**src/hdl/fbcmd_cfg.svh**
```systemverilog
`ifndef FBCMD_CFG_SVH
`define FBCMD_CFG_SVH
// Behaviour
// - command bit 0 runs or stops drive
// - command bit 1 requests fast stop
// - command bit 2 resets a tripped drive
// - command bit 3 requests coast stop
// - priority coast, then fast, then run
// - stop bits act only for source 0/1
// - reset bit honoured in modes 3 and 4
// - speed reference in 0.1 Hz units
// - speed reference clamped to speed limit
// - ramp applies only in mode 4
// - ramp loads acceleration and deceleration together
// - status high byte holds fault when tripped
// - status bits running, tripped, standby
// - ready bit: untripped, enabled, mains present
// - heartbeat period, 1 ms units, default zero
// - emergency inhibit, 100 us units, default zero
// - transmit pdo inhibit spacing, 100 us units
// - transmit comm records, three entries, defaults
// - sdo identifiers read only, node based
// - mapping records four entries with defaults
// - identity record four read-only entries
// - receive pdo sync or immediate by type
// - type 254 transmit follows receive pdo
// - all objects return to defaults at power-up
// - expedited access only, segmented refused

// ************
// object indexes
// ************
`define IDX_DEVICE_TYPE 16'h1000
`define IDX_ERROR_FLAGS 16'h1001
`define IDX_MAKER_STATUS 16'h1002
`define IDX_SYNC_ID 16'h1005
`define IDX_GUARD 16'h100c
`define IDX_LIFE 16'h100d
`define IDX_EMCY_ID 16'h1014
`define IDX_EMCY_INH 16'h1015
`define IDX_HEARTBEAT 16'h1017
`define IDX_IDENTITY 16'h1018
`define IDX_SDO 16'h1200
`define IDX_RX_COMM0 16'h1400
`define IDX_RX_COMM1 16'h1401
`define IDX_RX_MAP0 16'h1600
`define IDX_RX_MAP1 16'h1601
`define IDX_TX_COMM0 16'h1800
`define IDX_TX_COMM1 16'h1801
`define IDX_TX_MAP0 16'h1a00
`define IDX_TX_MAP1 16'h1a01
`define IDX_CMD_WORD 16'h2000
`define IDX_SPEED_REF 16'h2001
`define IDX_RAMP_TIME 16'h2003
`define IDX_STATUS_WORD 16'h200a

// ************
// reset values
// ************
`define DEF_DEVICE_TYPE 32'h0000_0000
`define DEF_SYNC_ID 32'h0000_0080
`define DEF_EMCY_BASE 32'h0000_0080
`define DEF_SDO_RX_BASE 32'h0000_0600
`define DEF_SDO_TX_BASE 32'h0000_0580
`define DEF_RX0_COB 32'h4000_0200
`define DEF_RX1_COB 32'hc000_0300
`define DEF_TX0_COB 32'h4000_0180
`define DEF_TX1_COB 32'hc000_0280
`define DEF_RX_TYPE 8'hfe
`define DEF_TX0_TYPE 8'hfe
`define DEF_TX1_TYPE 8'h00
`define MAP_DUMMY 32'h0006_0010
`define MAP_RX0_E0 32'h2000_0010
`define MAP_RX0_E1 32'h2001_0010
`define MAP_RX0_E2 32'h2003_0010
`define MAP_TX0_E0 32'h200a_0010
`define MAP_TX0_E1 32'h200b_0010
`define MAP_TX0_E2 32'h200d_0010
`define MAP_TX0_E3 32'h2010_0010
`define MAP_TX1_E0 32'h2011_0010
`define MAP_TX1_E1 32'h2012_0010
`define MAP_TX1_E2 32'h2013_0010
`define MAP_TX1_E3 32'h2014_0010
`define MAP_SLOT_BITS 8'h10
`define RX_SYNC_MAX 8'hf0
`define TYPE_ON_RX 8'hfe
`define TYPE_ON_CHANGE 8'hff

// ************
// timing
// ************
`define CLK_PERIOD_NS 50
`define INH_UNIT_NS 100000
`define INH_UNIT_CYCLES (`INH_UNIT_NS / `CLK_PERIOD_NS)
`define HB_UNIT_NS 1000000
`define HB_UNIT_CYCLES (`HB_UNIT_NS / `CLK_PERIOD_NS)

`endif

```
**src/hdl/fbcmd_pkg.sv**
```systemverilog
`default_nettype none
package fbcmd_pkg;
	// one object dictionary access from the sdo server
	typedef struct packed {
		logic        write;
		logic        segmented;
		logic [15:0] index;
		logic [7:0]  sub;
		logic [31:0] data;
	} od_req_t;
	// condition reported by the motor stage
	typedef struct packed {
		logic       running;
		logic       tripped;
		logic       standby;
		logic       hw_enable;
		logic       mains_loss;
		logic [7:0] fault_code;
	} drive_state_t;
endpackage
`default_nettype wire

```
**src/hdl/fieldbus_drive_command_slave.sv**
```systemverilog
`include "fbcmd_cfg.svh"
`default_nettype none
module fieldbus_drive_command_slave
	import fbcmd_pkg::*;
#(
	parameter int          HB_UNIT_CYCLES = `HB_UNIT_CYCLES,
	parameter logic [31:0] VENDOR_CODE    = 32'h0000_0abc, // arbitrary value
	parameter logic [31:0] PRODUCT_CODE   = 32'h0000_0001, // arbitrary value
	parameter logic [31:0] REVISION_CODE  = 32'h0000_0001, // arbitrary value
	parameter logic [31:0] SERIAL_CODE    = 32'h0000_0001  // arbitrary value
) (
	input  wire logic         mclk_in,
	input  wire logic         rst_n_in,
	input  wire logic [6:0]   node_id_in,
	input  wire logic [7:0]   run_source_in,
	input  wire logic [7:0]   control_mode_in,
	input  wire logic [15:0]  speed_limit_in,
	input  wire drive_state_t drive_state_in,
	input  wire logic         od_req_valid_in,
	input  wire od_req_t      od_req_in,
	output logic              od_ack_out,
	output logic              od_abort_out,
	output logic [31:0]       od_rdata_out,
	input  wire logic         rpdo_valid_in,
	input  wire logic         rpdo_sel_in,
	input  wire logic [63:0]  rpdo_data_in,
	input  wire logic         sync_in,
	output logic              run_out,
	output logic              fast_stop_out,
	output logic              coast_stop_out,
	output logic              trip_reset_out,
	output logic [15:0]       speed_ref_out,
	output logic [15:0]       accel_ramp_out,
	output logic [15:0]       decel_ramp_out,
	output logic [15:0]       status_word_out,
	output logic [1:0]        tpdo_send_out,
	output logic              heartbeat_out
);

	// ************
	// helpers
	// ************
	// mapping entry: index 31:16, sub 15:8, length 7:0
	function automatic logic slot_is(input logic [31:0] m, input logic [15:0] idx);
		slot_is = (m[31:16] == idx) && (m[7:0] == `MAP_SLOT_BITS);
	endfunction

	// {hit, record} for the four mapping records
	function automatic logic [2:0] map_slot(input logic [15:0] idx);
		case (idx)
			`IDX_RX_MAP0: map_slot = 3'h4;
			`IDX_RX_MAP1: map_slot = 3'h5;
			`IDX_TX_MAP0: map_slot = 3'h6;
			`IDX_TX_MAP1: map_slot = 3'h7;
			default:      map_slot = 3'h0;
		endcase
	endfunction

	function automatic logic [31:0] map_default(input logic [3:0] pk);
		case (pk)
			4'h0:    map_default = `MAP_RX0_E0;
			4'h1:    map_default = `MAP_RX0_E1;
			4'h2:    map_default = `MAP_RX0_E2;
			4'h8:    map_default = `MAP_TX0_E0;
			4'h9:    map_default = `MAP_TX0_E1;
			4'ha:    map_default = `MAP_TX0_E2;
			4'hb:    map_default = `MAP_TX0_E3;
			4'hc:    map_default = `MAP_TX1_E0;
			4'hd:    map_default = `MAP_TX1_E1;
			4'he:    map_default = `MAP_TX1_E2;
			4'hf:    map_default = `MAP_TX1_E3;
			default: map_default = `MAP_DUMMY;
		endcase
	endfunction

	// ************
	// storage
	// ************
	logic        init_reg;
	logic [31:0] sync_id_reg;
	logic [15:0] guard_reg;
	logic [7:0]  life_reg;
	logic [31:0] emcy_id_reg;
	logic [15:0] emcy_inh_reg;
	logic [15:0] hb_period_reg;
	logic [31:0] rx_cob_reg [2];
	logic [7:0]  rx_type_reg [2];
	logic [31:0] tx_cob_reg [2];
	logic [7:0]  tx_type_reg [2];
	logic [15:0] tx_inh_reg [2];
	logic [31:0] map_reg [4][4];
	logic [15:0] cmd_reg;
	logic [15:0] speed_reg;
	logic [15:0] ramp_reg;

	od_req_t     rq;
	logic [2:0]  msel;
	logic [1:0]  sub_ix;
	logic [31:0] node32;
	logic        sub0;
	logic        hit;
	logic        wr_ok;
	logic [31:0] rd_val;
	logic        wr_en;
	logic        bad;

	assign rq     = od_req_in;
	assign msel   = map_slot(rq.index);
	assign sub_ix = 2'(rq.sub - 8'h01);
	assign node32 = {25'h0, node_id_in};
	assign sub0   = (rq.sub == 8'h00);

	// ************
	// object read and access decode
	// ************
	always_comb begin
		rd_val = 32'h0;
		hit = sub0;
		wr_ok = 1'b0;
		case (rq.index)
			`IDX_DEVICE_TYPE:  rd_val = `DEF_DEVICE_TYPE;
			`IDX_ERROR_FLAGS:  rd_val = {31'h0, drive_state_in.tripped};
			`IDX_MAKER_STATUS: rd_val = {16'h0, status_word_out};
			`IDX_SYNC_ID: begin
				rd_val = sync_id_reg;
				wr_ok = 1'b1;
			end
			`IDX_GUARD: begin
				rd_val = {16'h0, guard_reg};
				wr_ok = 1'b1;
			end
			`IDX_LIFE: begin
				rd_val = {24'h0, life_reg};
				wr_ok = 1'b1;
			end
			`IDX_EMCY_ID: begin
				rd_val = emcy_id_reg;
				wr_ok = 1'b1;
			end
			`IDX_EMCY_INH: begin
				rd_val = {16'h0, emcy_inh_reg};
				wr_ok = 1'b1;
			end
			`IDX_HEARTBEAT: begin
				rd_val = {16'h0, hb_period_reg};
				wr_ok = 1'b1;
			end
			`IDX_IDENTITY: begin
				hit = (rq.sub <= 8'h04);
				case (rq.sub)
					8'h00:   rd_val = 32'h4;
					8'h01:   rd_val = VENDOR_CODE;
					8'h02:   rd_val = PRODUCT_CODE;
					8'h03:   rd_val = REVISION_CODE;
					default: rd_val = SERIAL_CODE;
				endcase
			end
			`IDX_SDO: begin
				hit = (rq.sub <= 8'h02);
				case (rq.sub)
					8'h00:   rd_val = 32'h2;
					8'h01:   rd_val = `DEF_SDO_RX_BASE + node32;
					default: rd_val = `DEF_SDO_TX_BASE + node32;
				endcase
			end
			`IDX_RX_COMM0, `IDX_RX_COMM1: begin
				hit = (rq.sub <= 8'h02);
				wr_ok = !sub0;
				case (rq.sub)
					8'h00:   rd_val = 32'h2;
					8'h01:   rd_val = rx_cob_reg[rq.index[0]];
					default: rd_val = {24'h0, rx_type_reg[rq.index[0]]};
				endcase
			end
			`IDX_TX_COMM0, `IDX_TX_COMM1: begin
				hit = (rq.sub <= 8'h03);
				wr_ok = !sub0;
				case (rq.sub)
					8'h00:   rd_val = 32'h3;
					8'h01:   rd_val = tx_cob_reg[rq.index[0]];
					8'h02:   rd_val = {24'h0, tx_type_reg[rq.index[0]]};
					default: rd_val = {16'h0, tx_inh_reg[rq.index[0]]};
				endcase
			end
			`IDX_CMD_WORD:    rd_val = {16'h0, cmd_reg};
			`IDX_SPEED_REF:   rd_val = {16'h0, speed_ref_out};
			`IDX_RAMP_TIME:   rd_val = {16'h0, ramp_reg};
			`IDX_STATUS_WORD: rd_val = {16'h0, status_word_out};
			default: begin
				hit = msel[2] && (rq.sub <= 8'h04);
				wr_ok = !sub0;
				rd_val = sub0 ? 32'h4 : map_reg[msel[1:0]][sub_ix];
			end
		endcase
	end

	// segmented transfers and writes to read-only objects are aborted
	assign bad   = !hit || rq.segmented || (rq.write && !wr_ok);
	assign wr_en = od_req_valid_in && init_reg && !bad && rq.write;

	// answer one cycle after the request
	always_ff @(posedge mclk_in or negedge rst_n_in) begin
		if (!rst_n_in) begin
			od_ack_out <= 1'b0;
			od_abort_out <= 1'b0;
			od_rdata_out <= 32'h0;
		end else begin
			od_ack_out <= od_req_valid_in;
			od_abort_out <= od_req_valid_in && (bad || !init_reg);
			od_rdata_out <= (od_req_valid_in && !bad && !rq.write) ? rd_val : 32'h0;
		end
	end

	// ************
	// configuration objects
	// ************
	// node based identifiers load on the first edge after reset
	always_ff @(posedge mclk_in or negedge rst_n_in) begin
		if (!rst_n_in) begin
			init_reg <= 1'b0;
			sync_id_reg <= `DEF_SYNC_ID;
			guard_reg <= 16'h0;
			life_reg <= 8'h0;
			emcy_id_reg <= 32'h0;
			emcy_inh_reg <= 16'h0;
			hb_period_reg <= 16'h0;
			for (int p = 0; p < 2; p++) begin
				rx_cob_reg[p] <= 32'h0;
				rx_type_reg[p] <= `DEF_RX_TYPE;
				tx_cob_reg[p] <= 32'h0;
				tx_inh_reg[p] <= 16'h0;
			end
			tx_type_reg[0] <= `DEF_TX0_TYPE;
			tx_type_reg[1] <= `DEF_TX1_TYPE;
			for (int p = 0; p < 4; p++) begin
				for (int k = 0; k < 4; k++) begin
					map_reg[p][k] <= map_default(4'(p * 4 + k));
				end
			end
		end else if (!init_reg) begin
			init_reg <= 1'b1;
			emcy_id_reg <= `DEF_EMCY_BASE + node32;
			rx_cob_reg[0] <= `DEF_RX0_COB + node32;
			rx_cob_reg[1] <= `DEF_RX1_COB + node32;
			tx_cob_reg[0] <= `DEF_TX0_COB + node32;
			tx_cob_reg[1] <= `DEF_TX1_COB + node32;
		end else if (wr_en) begin
			case (rq.index)
				`IDX_SYNC_ID:   sync_id_reg <= rq.data;
				`IDX_GUARD:     guard_reg <= rq.data[15:0];
				`IDX_LIFE:      life_reg <= rq.data[7:0];
				`IDX_EMCY_ID:   emcy_id_reg <= rq.data;
				`IDX_EMCY_INH:  emcy_inh_reg <= rq.data[15:0];
				`IDX_HEARTBEAT: hb_period_reg <= rq.data[15:0];
				`IDX_RX_COMM0, `IDX_RX_COMM1: begin
					if (rq.sub == 8'h01) rx_cob_reg[rq.index[0]] <= rq.data;
					else rx_type_reg[rq.index[0]] <= rq.data[7:0];
				end
				`IDX_TX_COMM0, `IDX_TX_COMM1: begin
					if (rq.sub == 8'h01) tx_cob_reg[rq.index[0]] <= rq.data;
					else if (rq.sub == 8'h02) tx_type_reg[rq.index[0]] <= rq.data[7:0];
					else tx_inh_reg[rq.index[0]] <= rq.data[15:0];
				end
				default: map_reg[msel[1:0]][sub_ix] <= rq.data;
			endcase
		end
	end

	// ************
	// receive pdo staging and apply
	// ************
	logic [1:0]  rx_hit;
	logic [1:0]  rx_sync;
	logic [1:0]  src_valid;
	logic [63:0] src_data [2];
	logic [1:0]  pend_reg;
	logic [63:0] pend_data_reg [2];
	logic [15:0] cmd_next;
	logic [15:0] speed_next;
	logic [15:0] ramp_next;
	logic        ramp_hit;

	// sync types wait for the next sync, 254/255 apply at once
	always_comb begin
		for (int p = 0; p < 2; p++) begin
			rx_hit[p] = rpdo_valid_in && (rpdo_sel_in == 1'(p)) && !rx_cob_reg[p][31];
			rx_sync[p] = (rx_type_reg[p] <= `RX_SYNC_MAX);
			src_valid[p] = (rx_hit[p] && !rx_sync[p]) || (sync_in && pend_reg[p]);
			src_data[p] = (rx_hit[p] && !rx_sync[p]) ? rpdo_data_in : pend_data_reg[p];
		end
	end

	// a new frame arriving with sync stays pending for the next one
	always_ff @(posedge mclk_in or negedge rst_n_in) begin
		if (!rst_n_in) begin
			pend_reg <= 2'h0;
			pend_data_reg[0] <= 64'h0;
			pend_data_reg[1] <= 64'h0;
		end else begin
			for (int p = 0; p < 2; p++) begin
				if (rx_hit[p] && rx_sync[p]) begin
					pend_reg[p] <= 1'b1;
					pend_data_reg[p] <= rpdo_data_in;
				end else if (sync_in) begin
					pend_reg[p] <= 1'b0;
				end
			end
		end
	end

	// route each mapped 16-bit slot to its object
	always_comb begin
		cmd_next = cmd_reg;
		speed_next = speed_reg;
		ramp_next = ramp_reg;
		ramp_hit = 1'b0;
		for (int p = 0; p < 2; p++) begin
			for (int k = 0; k < 4; k++) begin
				if (src_valid[p] && slot_is(map_reg[p][k], `IDX_CMD_WORD)) cmd_next = src_data[p][16 * k +: 16];
				if (src_valid[p] && slot_is(map_reg[p][k], `IDX_SPEED_REF)) speed_next = src_data[p][16 * k +: 16];
				if (src_valid[p] && slot_is(map_reg[p][k], `IDX_RAMP_TIME)) begin
					ramp_next = src_data[p][16 * k +: 16];
					ramp_hit = 1'b1;
				end
			end
		end
	end

	// ************
	// drive commands
	// ************
	logic               src_ok;
	logic               mode_ok;
	logic signed [16:0] spd_s;
	logic signed [16:0] lim_s;
	logic [15:0]        spd_clamped;
	logic               ready;
	logic [15:0]        status_next;

	assign src_ok  = (run_source_in == 8'h00) || (run_source_in == 8'h01);
	assign mode_ok = (control_mode_in == 8'h03) || (control_mode_in == 8'h04);
	assign spd_s   = {speed_reg[15], speed_reg};
	assign lim_s   = {1'b0, speed_limit_in};
	// speed stays in 0.1 Hz steps, limited both ways
	assign spd_clamped = (spd_s > lim_s) ? speed_limit_in :
		(spd_s < -lim_s) ? 16'(-lim_s) : speed_reg;

	always_ff @(posedge mclk_in or negedge rst_n_in) begin
		if (!rst_n_in) begin
			cmd_reg <= 16'h0;
			speed_reg <= 16'h0;
			ramp_reg <= 16'h0;
			accel_ramp_out <= 16'h0;
			decel_ramp_out <= 16'h0;
		end else begin
			cmd_reg <= cmd_next;
			speed_reg <= speed_next;
			ramp_reg <= ramp_next;
			if (ramp_hit && control_mode_in == 8'h04) begin
				accel_ramp_out <= ramp_next;
				decel_ramp_out <= ramp_next;
			end
		end
	end

	// coast over fast stop over run
	always_ff @(posedge mclk_in or negedge rst_n_in) begin
		if (!rst_n_in) begin
			coast_stop_out <= 1'b0;
			fast_stop_out <= 1'b0;
			run_out <= 1'b0;
			trip_reset_out <= 1'b0;
			speed_ref_out <= 16'h0;
		end else begin
			coast_stop_out <= src_ok && cmd_reg[3];
			fast_stop_out <= src_ok && cmd_reg[1] && !cmd_reg[3];
			run_out <= src_ok && cmd_reg[0] && !cmd_reg[1] && !cmd_reg[3];
			trip_reset_out <= mode_ok && cmd_reg[2] && drive_state_in.tripped;
			speed_ref_out <= spd_clamped;
		end
	end

	// ************
	// status word
	// ************
	assign ready = !drive_state_in.tripped && drive_state_in.hw_enable && !drive_state_in.mains_loss;
	assign status_next = {drive_state_in.tripped ? drive_state_in.fault_code : 8'h0,
		1'b0, ready, drive_state_in.standby, 3'h0,
		drive_state_in.tripped, drive_state_in.running};

	always_ff @(posedge mclk_in or negedge rst_n_in) begin
		if (!rst_n_in) status_word_out <= 16'h0;
		else status_word_out <= status_next;
	end

	// ************
	// transmit pdo scheduling
	// ************
	logic [10:0] inh_pre_reg;
	logic        inh_tick;
	logic        stat_chg;
	logic [1:0]  trig;
	logic [1:0]  send;
	logic [1:0]  txp_reg;
	logic [1:0]  chg_reg;
	logic [7:0]  sync_cnt_reg [2];
	logic [16:0] inh_cnt_reg [2];

	assign inh_tick = (inh_pre_reg == 11'(`INH_UNIT_CYCLES - 1));
	assign stat_chg = (status_next != status_word_out);

	always_comb begin
		for (int n = 0; n < 2; n++) begin
			case (tx_type_reg[n])
				`TYPE_ON_RX:     trig[n] = rx_hit[n];
				`TYPE_ON_CHANGE: trig[n] = stat_chg;
				8'h00:           trig[n] = sync_in && chg_reg[n];
				default:         trig[n] = sync_in && (tx_type_reg[n] <= `RX_SYNC_MAX)
					&& (sync_cnt_reg[n] + 8'h01 >= tx_type_reg[n]);
			endcase
			trig[n] = trig[n] && !tx_cob_reg[n][31];
			send[n] = txp_reg[n] && (inh_cnt_reg[n] == 17'h0);
		end
	end

	// pending send waits out the inhibit spacing
	always_ff @(posedge mclk_in or negedge rst_n_in) begin
		if (!rst_n_in) begin
			inh_pre_reg <= 11'h0;
			txp_reg <= 2'h0;
			chg_reg <= 2'h0;
			tpdo_send_out <= 2'h0;
			for (int n = 0; n < 2; n++) begin
				sync_cnt_reg[n] <= 8'h0;
				inh_cnt_reg[n] <= 17'h0;
			end
		end else begin
			inh_pre_reg <= inh_tick ? 11'h0 : inh_pre_reg + 11'h1;
			tpdo_send_out <= send;
			for (int n = 0; n < 2; n++) begin
				txp_reg[n] <= trig[n] || (txp_reg[n] && !send[n]);
				chg_reg[n] <= stat_chg || (chg_reg[n] && !send[n]);
				if (sync_in) sync_cnt_reg[n] <= (sync_cnt_reg[n] + 8'h01 >= tx_type_reg[n]) ? 8'h0 : sync_cnt_reg[n] + 8'h01;
				if (send[n]) inh_cnt_reg[n] <= (tx_inh_reg[n] == 16'h0) ? 17'h0 : {1'b0, tx_inh_reg[n]} + 17'h1;
				else if (inh_tick && inh_cnt_reg[n] != 17'h0) inh_cnt_reg[n] <= inh_cnt_reg[n] - 17'h1;
			end
		end
	end

	// ************
	// heartbeat producer
	// ************
	logic [14:0] ms_pre_reg;
	logic [15:0] hb_cnt_reg;
	logic        ms_tick;

	assign ms_tick = (ms_pre_reg == 15'(HB_UNIT_CYCLES - 1));

	always_ff @(posedge mclk_in or negedge rst_n_in) begin
		if (!rst_n_in) begin
			ms_pre_reg <= 15'h0;
			hb_cnt_reg <= 16'h0;
			heartbeat_out <= 1'b0;
		end else begin
			ms_pre_reg <= ms_tick ? 15'h0 : ms_pre_reg + 15'h1;
			heartbeat_out <= 1'b0;
			if (hb_period_reg == 16'h0) begin
				hb_cnt_reg <= 16'h0;
			end else if (ms_tick) begin
				if (hb_cnt_reg + 16'h1 >= hb_period_reg) begin
					hb_cnt_reg <= 16'h0;
					heartbeat_out <= 1'b1;
				end else begin
					hb_cnt_reg <= hb_cnt_reg + 16'h1;
				end
			end
		end
	end
endmodule
`default_nettype wire

```
**config.mk**
```make
export PLATFORM = sky130hd
export DESIGN_NAME = fieldbus_drive_command_slave
export DESIGN_NICKNAME = d
export VERILOG_FILES = /design/src/hdl/fbcmd_pkg.sv /design/src/hdl/fieldbus_drive_command_slave.sv
export VERILOG_INCLUDE_DIRS = /design/src /design/src/hdl
export SDC_FILE = /design/constraint.sdc
export NUM_CORES = 2
export LEC_CHECK = 0
export BUFFER_PORTS_ARGS = -buffer_cell sky130_fd_sc_hd__buf_2
export CAP_MARGIN = 30
export CORE_AREA = 2 2 341 343
export DETAILED_ROUTE_END_ITERATION = 8
export DIE_AREA = 0 0 343 345
export MAX_ROUTING_LAYER = met4
export PLACE_DENSITY = 0.73
export SKIP_LAST_GASP = 1
export SYNTH_ARGS = -nofsm -noshare
export SYNTH_HDL_FRONTEND = slang
export SYNTH_SLANG_ARGS = --single-unit
```
**constraint.sdc**
```tcl
create_clock -name mclk_in -period 8.1 [get_ports mclk_in]
set_clock_uncertainty 0.2 [all_clocks]
set_input_delay 0.81 -clock mclk_in [delete_from_list [all_inputs] [get_ports mclk_in]]
set_output_delay 0.81 -clock mclk_in [all_outputs]
set_load 0.01 [all_outputs]
```
==> metrics <==
CTS tree done; crit share post-route 60.9%; Area contributors post-synth dfrtp_1 (44%), mux2_2 (16%), mux2i_1 (4.9%); Final Slew Violations 0; Yosys reg bits 1184; largest net degree at the start of global routing 176; Comb pwr share 8.2%; Crit Path Max Fanout 21; Max Cap Viol 0; share of flip-flops with an asynchronous set or reset 100%; Setup Viol. Count Final 0; # fillers ~9.4k; Mapped Cells 5687; Yosys cell types 96; Seq pwr share 46.2%; Data arrival, critical path 5.37 ns; initial antenna violation count 32; vias per inst 6.68; Bufs and invs on worst path 4; TritonCTS Buffers 130; Yosys top cell area share 44.2%; clock network power share about 46%; Area growth syn-to-layout 11.6%; Pleak 31.9 nW; Core ar. approximately 0.12 mm²; P_sw 3.40 mW; WL final 207000 µm; GPL Wtd Cong 1.03; Skew-Pair Late Insertion Delay 0.78 ns; Max Buffers Root-to-Sink 3; Clock transition at path regs 0.05 ns; Worst Min Path Start drive_state_in[1]; crit path cell chain buf_2, inv_1, ha_1, or3b_2, nand4b_1, or3_1, nor3_1, nand3_1, xnor2_1, ha_1, o21a_1, o21ai_0, a311o_1, a41oi_2, buf_8, buf_4, a311oi_1, a21oi_1, o21ai_0; Crit Path Class in2reg; reg-to-reg endpoint cmd_reg[5]$_DFFE_PN0P_; vias in the first global route 48.3k; fin cells around 7.4k; Overall Global Routing Usage a little over a third; TritonRoute pass-1 iters 9; Seq/Total Area, Yosys 47.5%; die area 0.118 mm²; gr ovfl total 0; CP required roughly 8.5 ns; unrepaired setup endpoints after global routing no; HPWL Detailed 139000 µm; Hold Path Sink status_word_out[9]$_DFF_PN0_; slew margin rel. between 20% and 30%; mean post-synth cell area 11.0 µm²; num rows 125; Die X 343 µm; critical path's slowest cell or3b_2; # nets final approximately 6.0k; Final TNS setup 0 ns; Worst Tran Pin Value 1.12 ns; Setup crit start kind primary input; clk sink count 1184; R2R cell count 8; DR WL/cell approximately 28 µm; I/O Pins 285; first-pass GRT wire length 309000 µm; CP top delay family simple AND/OR/NAND/NOR gates; reg-to-reg setup timing slack 3.37 ns; Remaining DRCs 0; # resized after CTS 0; Buffers on Ports approximately 280; Cell Pwr Density ~190 mW/mm²; Internal 10.1 mW; slowest stage delay, CP approximately 0.52 ns; Net Sw Frac around 25%; WHS Path Cells 2; Post-synth top flop dfrtp_1; Chip Height 345 µm; Netlist Area Pre-Place ~0.063 mm²; Starting Density 54.3%; Final ANT Viol Nets 0; vias post-DR 49.6k; Synthesis Warnings 0; Post-CTS Setup Bufs 0; Peak VDD IR 0.244 mV; Hold Path Class in2reg; total number of H-tree levels 4; max reg flops 512; Worst R2R Start map_reg[407]$_DFFE_PN0P_; Final Hold Viols 0; Tmin final 4.94 ns; clock root cell clkbuf_16; Critical Path End Type flop; number of flops mapped to enable cells by yosys 0; dominant cell type by area after synthesis dfrtp_1; layout cells sized above 1 between 20 and 30%; initial drt markers 6164; Fmax 203 MHz; outcome finished clean; dpl cells 7160
[worst max-delay path by stage]
stage	startpoint	end	slack (ns)	cells past startpoint
after global routing	speed_limit_in[0]	speed_ref_out[14]$_DFF_PN0_	2.82	19
final	speed_limit_in[0]	speed_ref_out[14]$_DFF_PN0_	3.16	19
after detailed placement	speed_limit_in[0]	speed_ref_out[0]$_DFF_PN0_	2.04	17
after CTS	speed_limit_in[0]	speed_ref_out[0]$_DFF_PN0_	2.80	17
after global placement	speed_limit_in[0]	speed_ref_out[14]$_DFF_PN0_	2.10	18
after floorplan	speed_limit_in[1]	speed_ref_out[12]$_DFF_PN0_	3.21	17
[metal layers]
layer / track usage (%) / vias up / wire length, µm
met5: - / - / 0
met4: 16.8 / 0 / 10400
met3: 9.03 / 606 / 21900
met2: 50.9 / 2744 / 91400
met1: 47.2 / 24951 / 83300
li1: - / 21306 / -
[Yosys cell counts, drive strengths merged (86+ instances only)]
library cell / count
o21ai: 278
clkbuf: 304
dfrtp: 1104
nor2: 264
a21oi: 174
inv: 116
nand3: 125
o22ai: 110
nand2: 428
nor3: 88
mux2i: 303
buf: 157
mux2: 898
a22o: 86
o221ai: 117
[placed cells by master (no fill, tap or decap), types with 48 or more instances in the layout]
master     netlist  layout
a22o_1          86      86
nand3_1        124     121
clkbuf_16        0     133
a221oi_1        48      48
o221ai_1       117     117
nor4_1          60      52
dfstp_2         80      80
mux2_2         866     866
o22ai_1        110     110
dfrtp_1       1104    1103
nand2_1        428     428
nor2_1         263     262
buf_2           87     283
buf_4           27     112
o21ai_0        270     268
a21oi_1        174     174
xnor2_1         67      67
nand4_1         59      59
nor3_1          82      72
inv_1          116     116
ha_1            82      82
mux2i_1        303     303
[cell type report]
class	count	area (µm²)	area share, %
clock buffers	190	3740	5.36
clock inverters	46	676	0.969
inverters	117	439	0.630
flip-flops and latches	1184	29700	42.6
well taps	1524	1910	2.73
repair buffers	415	2590	3.72
diodes	20	50.0	0.0717
multi-input cells	3928	30600	43.9
[power by group through the flow]
| stage | Sequential, mW | Combinational (mW) | Clock [mW] |
|---|---|---|---|
| floorplan | 6.27 | 0.652 | 0 |
| global placement | 6.32 | 1.05 | 0 |
| detailed placement | 6.33 | 1.08 | 0 |
| CTS | 6.22 | 1.09 | 6.21 |
| global route | 6.24 | 1.21 | 6.48 |
| finish | 6.23 | 1.11 | 6.16 |
[through the flow]
step / power, mW / cell area, µm² / hold slack [ns] / setup WS, ns / util (%)
2_1_floorplan: 6.92 / 62500 / 0.245 / 3.21 / -
3_3_place_gp: 7.37 / 65100 / 0.265 / 2.10 / 56.5
3_5_place_dp: 7.41 / 65200 / 0.270 / 2.04 / 56.6
4_1_cts: 13.5 / 69700 / 0.0766 / 2.80 / 60.5
5_1_grt: 13.9 / 69800 / 0.104 / 2.82 / 60.6
6_report: 13.5 / 69800 / 0.110 / 3.16 / 60.6
[what timing repair did]
item                                    4_1_cts  5_1_grt
endpoints found under the setup margin        0        0
hold buffers                                  5        0
hold endpoints to repair                     86        0
[kinds of logic after synthesis]
family | after synthesis | share of synthesized area, %
xor+xnor | 96 | 1.34
buf+inv | 578 | 3.85
simple gates | 1334 | 10.9
mux | 1206 | 21.4
other cells | 2 | 0.0120
fa+ha+maj | 82 | 1.64
flops | 1184 | 47.5
compound gates | 1205 | 13.4
[worst register-to-register path, delay by kind of cell (launching register included)]
kind,cells,cell delay [ns]
and+or+nand+nor,5,3.11
AOI/OAI and AO/OA,3,0.88
DFF,1,0.40
Power figures use the tool's default switching activity.
